$ cat config.mk
export PLATFORM = sky130hd
export DESIGN_NAME = mefm_top
export DESIGN_NICKNAME = d
export VERILOG_FILES = /design/src/rtl/mefm_pkg.sv /design/src/rtl/mefm_top.sv
export SDC_FILE = /design/constraint.sdc
export NUM_CORES = 1
export LEC_CHECK = 0
export BUFFER_PORTS_ARGS = -buffer_cell sky130_fd_sc_hd__buf_2
export CORE_UTILIZATION = 43
export DETAILED_ROUTE_END_ITERATION = 12
export GPL_ROUTABILITY_DRIVEN = 0
export PLACE_DENSITY = 0.8
export SYNTH_ARGS = -nofsm -noshare
export SYNTH_HDL_FRONTEND = slang
export SYNTH_SLANG_ARGS = --single-unit
$ cat constraint.sdc
create_clock -name clk_i -period 1.7 [get_ports clk_i]
set_input_delay 0.085 -clock clk_i [delete_from_list [all_inputs] [get_ports clk_i]]
set_output_delay 0.085 -clock clk_i [all_outputs]
set_load 0.01 [all_outputs]
$ cat src/rtl/mefm_pkg.sv
// constants and types shared by the math error flag monitor
package mefm_pkg;

    // register port geometry
    localparam int ADDR_W = 4; // byte address width
    localparam int DATA_W = 32; // register data width
    localparam int BLK_W = 8; // width of a block number

    // register byte offsets
    localparam logic [ADDR_W-1:0] REG_CFG = 4'h0; // configuration
    localparam logic [ADDR_W-1:0] REG_STAT = 4'h4; // live state, read only
    localparam logic [ADDR_W-1:0] REG_IST = 4'h8; // sticky events, write one to clear
    localparam logic [ADDR_W-1:0] REG_IMSK = 4'hc; // interrupt mask

    // configuration field layout
    localparam int CFG_BLK_LSB = 0; // watched_block_number field
    localparam int CFG_SEL_LSB = 8; // error select field, two bits
    localparam int CFG_AUTO_BIT = 10; // automatic clear enable
    localparam int CFG_W = 11; // used width of the configuration word
    localparam logic [CFG_W-1:0] CFG_RST = 11'h000; // no block watched after reset

    // status field layout
    localparam int STAT_ERR_BIT = 0; // error output
    localparam int STAT_DIV_BIT = 1; // last captured division-by-zero bit
    localparam int STAT_OVF_BIT = 2; // last captured overflow_bit
    localparam int STAT_W = 3; // used width of the status word

    // interrupt event layout, shared by status and mask
    localparam int IRQ_RISE_BIT = 0; // error output went high
    localparam int IRQ_HIT_BIT = 1; // an evaluation found the selected error
    localparam int IRQ_W = 2; // number of events
    localparam logic [IRQ_W-1:0] IRQ_RST = 2'h0; // events and mask reset value

    // block number that stands for no block at all
    localparam logic [BLK_W-1:0] NULL_BLK = 8'h00;

    // error select encoding
    typedef enum logic [1:0] {
        SEL_DIV = 2'h0, // division by zero only
        SEL_OVF = 2'h1, // overflow only
        SEL_ANY = 2'h2 // either of the two
    } mefm_sel_t;

    // status the arithmetic block publishes at the end of an execution
    typedef struct packed {
        logic done; // one-cycle pulse: execution finished
        logic [BLK_W-1:0] blk; // number of the block that executed
        logic div_zero; // 1 when it divided by zero
        logic overflow_bit; // 1 when it overflowed
    } mefm_arith_t;

    // configuration word, fields listed from the top bit down to bit 0
    typedef struct packed {
        logic auto_clr; // clear before each evaluation
        logic [1:0] sel; // error select
        logic [BLK_W-1:0] blk; // watched_block_number
    } mefm_cfg_t;

endpackage

$ cat src/rtl/mefm_top.sv
// math error flag monitor with register port and interrupt
//
// Contract
// - evaluate only while enable is high
// - configuration names watched block by number
// - select division, overflow, or either
// - output high when selected error last occurred
// - division select: output follows division bit
// - overflow select: output follows overflow bit
// - either select: output is OR of bits
// - automatic clear: cleared before each evaluation
// - otherwise output latches until clear input
// - earlier execution reported in same scan
// - later execution reported one scan later
// - no watched block: output stays low
//
// The implementer's own choices: strobed register access and the address map.
`timescale 1ns/1ps

module mefm_top
(
    // clock, reset, freeze
    input wire logic clk_i,
    input wire logic reset_n_i,
    input wire logic ce_i,
    // monitor controls
    input wire logic en_i,
    input wire logic clr_i,
    input wire logic eval_i,
    // watched arithmetic block
    input wire mefm_pkg::mefm_arith_t arith_i,
    // register port
    input wire logic [mefm_pkg::ADDR_W-1:0] addr_i,
    input wire logic [mefm_pkg::DATA_W-1:0] wdata_i,
    input wire logic we_i,
    input wire logic re_i,
    output logic [mefm_pkg::DATA_W-1:0] rdata_o,
    // results
    output logic err_o,
    output logic irq_o
);
    import mefm_pkg::*;

    // selected error condition from the two status bits
    function automatic logic sel_hit(input logic [1:0] sel, input logic dz, input logic ov);
        logic r;
        r = 1'b0;
        unique case (sel)
            // division and overflow selects look at their own bit only; either select ORs both
            SEL_DIV: r = dz;
            SEL_OVF: r = ov;
            SEL_ANY: r = dz | ov;
            default: r = 1'b0; // unused code never reports
        endcase
        return r;
    endfunction

    // state
    mefm_cfg_t cfg_q, cfg_d; // configuration register
    logic div_q, div_d; // last division-by-zero bit of the watched block
    logic ovf_q, ovf_d; // last overflow_bit of the watched block
    logic err_q, err_d; // error output
    logic [IRQ_W-1:0] ist_q, ist_d; // sticky events
    logic [IRQ_W-1:0] imsk_q, imsk_d; // interrupt mask
    logic [DATA_W-1:0] rdata_q, rdata_d; // read data, valid one cycle after the strobe

    // decode
    logic null_ref; // no block is watched
    logic match; // the watched block finished right now
    logic cur_div; // division bit including a same-cycle finish
    logic cur_ovf; // overflow bit including a same-cycle finish
    logic do_eval; // monitor takes its turn in the scan
    logic hit; // selected error present
    logic [IRQ_W-1:0] ev; // events raised this cycle
    logic [IRQ_W-1:0] w1c; // bits software clears this cycle

    // the watched block is picked out by number; zero stands for none
    always_comb
    begin
        null_ref = (cfg_q.blk == NULL_BLK);
        match = arith_i.done && (arith_i.blk == cfg_q.blk) && !null_ref;
        // a finish in the monitor's own cycle counts as earlier in the scan
        cur_div = match ? arith_i.div_zero : div_q;
        cur_ovf = match ? arith_i.overflow_bit : ovf_q;
        do_eval = eval_i && en_i;
        hit = sel_hit(cfg_q.sel, cur_div, cur_ovf);
    end

    // capture the bits the arithmetic block leaves behind after each run
    always_comb
    begin
        div_d = div_q;
        ovf_d = ovf_q;
        if (match)
        begin
            // both bits are rewritten by every execution, so no merge is needed
            div_d = arith_i.div_zero;
            ovf_d = arith_i.overflow_bit;
        end
    end

    // error output; it only moves on the monitor's turn, on a clear, or when no block is watched
    always_comb
    begin
        err_d = err_q;
        if (null_ref)
        begin
            err_d = 1'b0;
        end
        else if (clr_i)
        begin
            err_d = 1'b0;
        end
        else if (do_eval)
        begin
            if (cfg_q.auto_clr)
            begin
                err_d = hit;
            end
            else
            begin
                err_d = err_q | hit;
            end
        end
        // a finish after the monitor's turn waits for the next turn
    end

    // configuration, mask and sticky events from the register port
    always_comb
    begin
        cfg_d = cfg_q;
        imsk_d = imsk_q;
        w1c = '0;
        if (we_i && (addr_i == REG_CFG))
        begin
            cfg_d = mefm_cfg_t'(wdata_i[CFG_W-1:0]);
        end
        if (we_i && (addr_i == REG_IMSK))
        begin
            imsk_d = wdata_i[IRQ_W-1:0];
        end
        if (we_i && (addr_i == REG_IST))
        begin
            w1c = wdata_i[IRQ_W-1:0];
        end
        ev = '0;
        ev[IRQ_RISE_BIT] = err_d && !err_q;
        ev[IRQ_HIT_BIT] = do_eval && hit && !null_ref;
        // an event in the clearing cycle survives the clear
        ist_d = (ist_q & ~w1c) | ev;
    end

    // read mux; unmapped offsets read zero
    always_comb
    begin
        rdata_d = rdata_q;
        if (re_i)
        begin
            rdata_d = '0;
            unique case (addr_i)
                REG_CFG: rdata_d[CFG_W-1:0] = cfg_q;
                REG_STAT:
                begin
                    rdata_d[STAT_ERR_BIT] = err_q;
                    rdata_d[STAT_DIV_BIT] = div_q;
                    rdata_d[STAT_OVF_BIT] = ovf_q;
                end
                REG_IST: rdata_d[IRQ_W-1:0] = ist_q;
                REG_IMSK: rdata_d[IRQ_W-1:0] = imsk_q;
                default: rdata_d = '0;
            endcase
        end
    end

    // all state; a low clock enable freezes every flop
    always_ff @(posedge clk_i)
    begin
        if (!reset_n_i)
        begin
            cfg_q <= mefm_cfg_t'(CFG_RST);
            div_q <= 1'b0;
            ovf_q <= 1'b0;
            err_q <= 1'b0;
            ist_q <= IRQ_RST;
            imsk_q <= IRQ_RST;
            rdata_q <= '0;
        end
        else if (ce_i)
        begin
            cfg_q <= cfg_d;
            div_q <= div_d;
            ovf_q <= ovf_d;
            err_q <= err_d;
            ist_q <= ist_d;
            imsk_q <= imsk_d;
            rdata_q <= rdata_d;
        end
    end

    // outputs
    assign err_o = err_q;
    assign rdata_o = rdata_q;
    assign irq_o = |(ist_q & imsk_q); // level, high while an unmasked event stands

    // helper: an evaluation that is free to update the output
    logic live_eval;
    assign live_eval = ce_i && do_eval && !clr_i && !null_ref;
endmodule // mefm_top
==> impl_metrics.tcl <==
set metrics [dict create \
    status "finished, final reports clean" \
    maxCapViolations 0 \
    ys_top_cells_by_area "dfxtp_1 38%, buf_4 11%, mux2i_1 10%, nor2_1 6.6%, a22oi_1 4.9%" \
    globalRouteOverflowTotal 0 \
    cts_buffers 5 \
    finalWirelength_mm 3.40 \
    drv_slew 0 \
    grt_antenna_before_repair 0 \
    startpoint_type "flop" \
    p_leak_nw 0.883 \
    dieWidth_um 61.9 \
    async_flop_share_pct 0 \
    placed_cells 254 \
    p_per_area_nw_per_um2 670 \
    htreeDepth 2 \
    drc 0 \
    r2r-end "err_o$_SDFFE_PN0P_" \
    antenna_cells 0 \
    fmax_mhz 619 \
    yosysMostFrequentCell "dfxtp_1" \
    synth_area_um2 1540 \
    synth_common_cells "29 x dfxtp_1, 27 x nor2_1, 22 x buf_4, 16 x mux2i_1" \
    vias_per_cell 4.94 \
    fill_cells 326 \
    yosys.area.top_type "dfxtp_1" \
    port_buffers 46 \
    routedWlPerCell_um 12.7 \
    setup_tns_ns 0 \
    initialDrtViolationCount 32 \
    highest_layer "met4" \
    min_period_over_period_pct 95.1 \
    hold_depth 3 \
    syn_area_per_cell_um2 9.25 \
    cts.path.max_buffers 2 \
    crit_required_ns 1.93 \
    synth_cells 167 \
    clk_pin_slew_ns 0.10 \
    fin_cells 269 \
    die_height_um 61.9 \
    place_hpwl_mm 2.54 \
    tritoncts "done" \
    ant_nets 0 \
    r2r_cells 5 \
    wl_met3_um 163 \
    rsz0062_at_grt "no" \
    synthToLayoutAreaGrowth_pct 22.1 \
    io_pins 89 \
    ys_types 33 \
    path_class "reg2reg" \
    netlist.area_leader.share_pct 37.6 \
    min_period_ns 1.62 \
    dpl-instance-area_um2 1740 \
    grt_pass1_vias 1127 \
    wl_met1_mm 1.49 \
    core_area_um2 3390 \
    dr_total_vias 1330 \
    cp-end-kind "flop" \
    grt_pass1_wl_mm 5.06 \
    worstHoldPathType "in2reg" \
    clk_latency_ns 0.34 \
    yosys_warnings 0 \
    synth_seq_cells 29 \
    nNetsFinal 278 \
    drive_gt1_share_pct 30.0 \
    arrival_ns 1.84 \
    finalHoldViolCount 0 \
    worst-r2r-setup-slack_ns 0.08 \
    row_count 21 \
    fin_area_um2 1890 \
    ys_seq_area_share_pct 37.6 \
    initial_utilization_pct 45.6 \
    final_util_pct 55.6 \
    first_pass_iters 4 \
    finalSetupViolations 0 \
    peakVddDrop_v 0.000320 \
    grt_max_degree 25 \
    hold_end "cfg_q[3]$_SDFFE_PN0P_" \
    fin_worst_skew_ns 0.0133 \
    cts-root-buf "clkbuf_4" \
    wl_met2_mm 1.68 \
    r2r_start "cfg_q[4]$_SDFFE_PN0P_" \
    track_usage_pct 18.9 \
    regArea_um2 583 \
    synth-edff-count 0 \
    clock-sinks 29 \
    holdCritStartpoint "wdata_i[3]" \
    p_total_mw 1.26 \
    synthFlopType "dfxtp_1" \
    dieArea_um2 3830 \
    path_max_fanout 4 \
    multiInputGateArea_um2 846 \
]
[routing by layer]
layer  global-route usage, %  vias up
li1                        -      656
met2                    29.2       46
met4                    12.1        0
met3                    4.55        9
met5                       0        -
met1                    23.7      619
[per-stage QoR]
stage / worst slack, ns / hold slack [ns]
2_1_floorplan: 0.233 / 0.224
6_report: 0.0833 / 0.00965
4_1_cts: 0.0712 / 0.00217
3_5_place_dp: 0.0921 / 0.326
3_3_place_gp: 0.112 / 0.318
5_1_grt: 0.0130 / 0.0171
[cell families after synthesis]
logic type,Yosys count,synth area share [%]
buffers and inverters,31,13.0
multiplexers,18,13.3
AND/OR/NAND/NOR,58,20.7
other,1,0.243
AO/OA/AOI/OAI,22,10.5
flip-flops,29,37.6
XOR/XNOR,8,4.54
[final cells by class]
cell class	count	area share (%)
Clock buffer	7	2.92
Inverter	3	0.597
Multi-Input combinational cell	127	44.9
Sequential cell	29	30.9
Tap cell	46	3.05
Timing Repair Buffer	57	17.7
[what timing repair did]
item                                    4_1_cts  5_1_grt
endpoints found under the setup margin        0        1
gates resized for setup                       0        3
buffers inserted                              0        0
endpoints found under the hold margin         8        0
hold buffers                                  8        0
[registers in the layout, indices dropped and copies added, names as in the netlist]
register,cells
ovf_q,1
cfg_q,11
div_q,1
err_o,1
imsk_q,2
ist_q,2
rdata_o,11
[how the worst max path moves through the flow]
stage / slack (ns) / start / end / cells past startpoint
6_report: 0.08 / cfg_q[4]$_SDFFE_PN0P_ / err_o$_SDFFE_PN0P_ / 5
5_1_grt: 0.01 / cfg_q[0]$_SDFFE_PN0P_ / err_o$_SDFFE_PN0P_ / 5
4_1_cts: 0.07 / cfg_q[5]$_SDFFE_PN0P_ / err_o$_SDFFE_PN0P_ / 5
3_3_place_gp: 0.11 / cfg_q[0]$_SDFFE_PN0P_ / err_o$_SDFFE_PN0P_ / 5
3_5_place_dp: 0.09 / cfg_q[5]$_SDFFE_PN0P_ / err_o$_SDFFE_PN0P_ / 5
2_1_floorplan: 0.23 / cfg_q[4]$_SDFFE_PN0P_ / err_o$_SDFFE_PN0P_ / 5
[report_power, final]
part	leakage [nW]	internal [mW]	switching (mW)	total, mW
Clock	0.0314	0.195	0.238	0.433
Sequential	0.235	0.681	0.00342	0.684
Combinational	0.617	0.0624	0.0839	0.146
[placed cells by master (no fill, tap or decap), types with 3 or more instances in the layout]
master | synthesis | final
dfxtp_1 | 29 | 27
mux2i_1 | 16 | 16
buf_2 | 2 | 46
nor4_2 | 4 | 3
buf_4 | 22 | 3
and3_1 | 3 | 3
conb_1 | 1 | 21
nand2_1 | 10 | 10
clkbuf_4 | 0 | 5
dlygate4sd3_1 | 0 | 8
a21oi_1 | 3 | 3
nor2_1 | 27 | 27
a22oi_1 | 10 | 10
xor2_1 | 8 | 8
nand4b_1 | 3 | 3
[worst max-delay path, stage by stage, from the launching register on]
cell and delay, ns:
dfxtp_1 0.38, nor4_4 0.33, a211oi_1 0.15, and3_4 0.18, o21a_1 0.20, a32o_2 0.26
No activity file was read; power rests on OpenSTA's default activity.
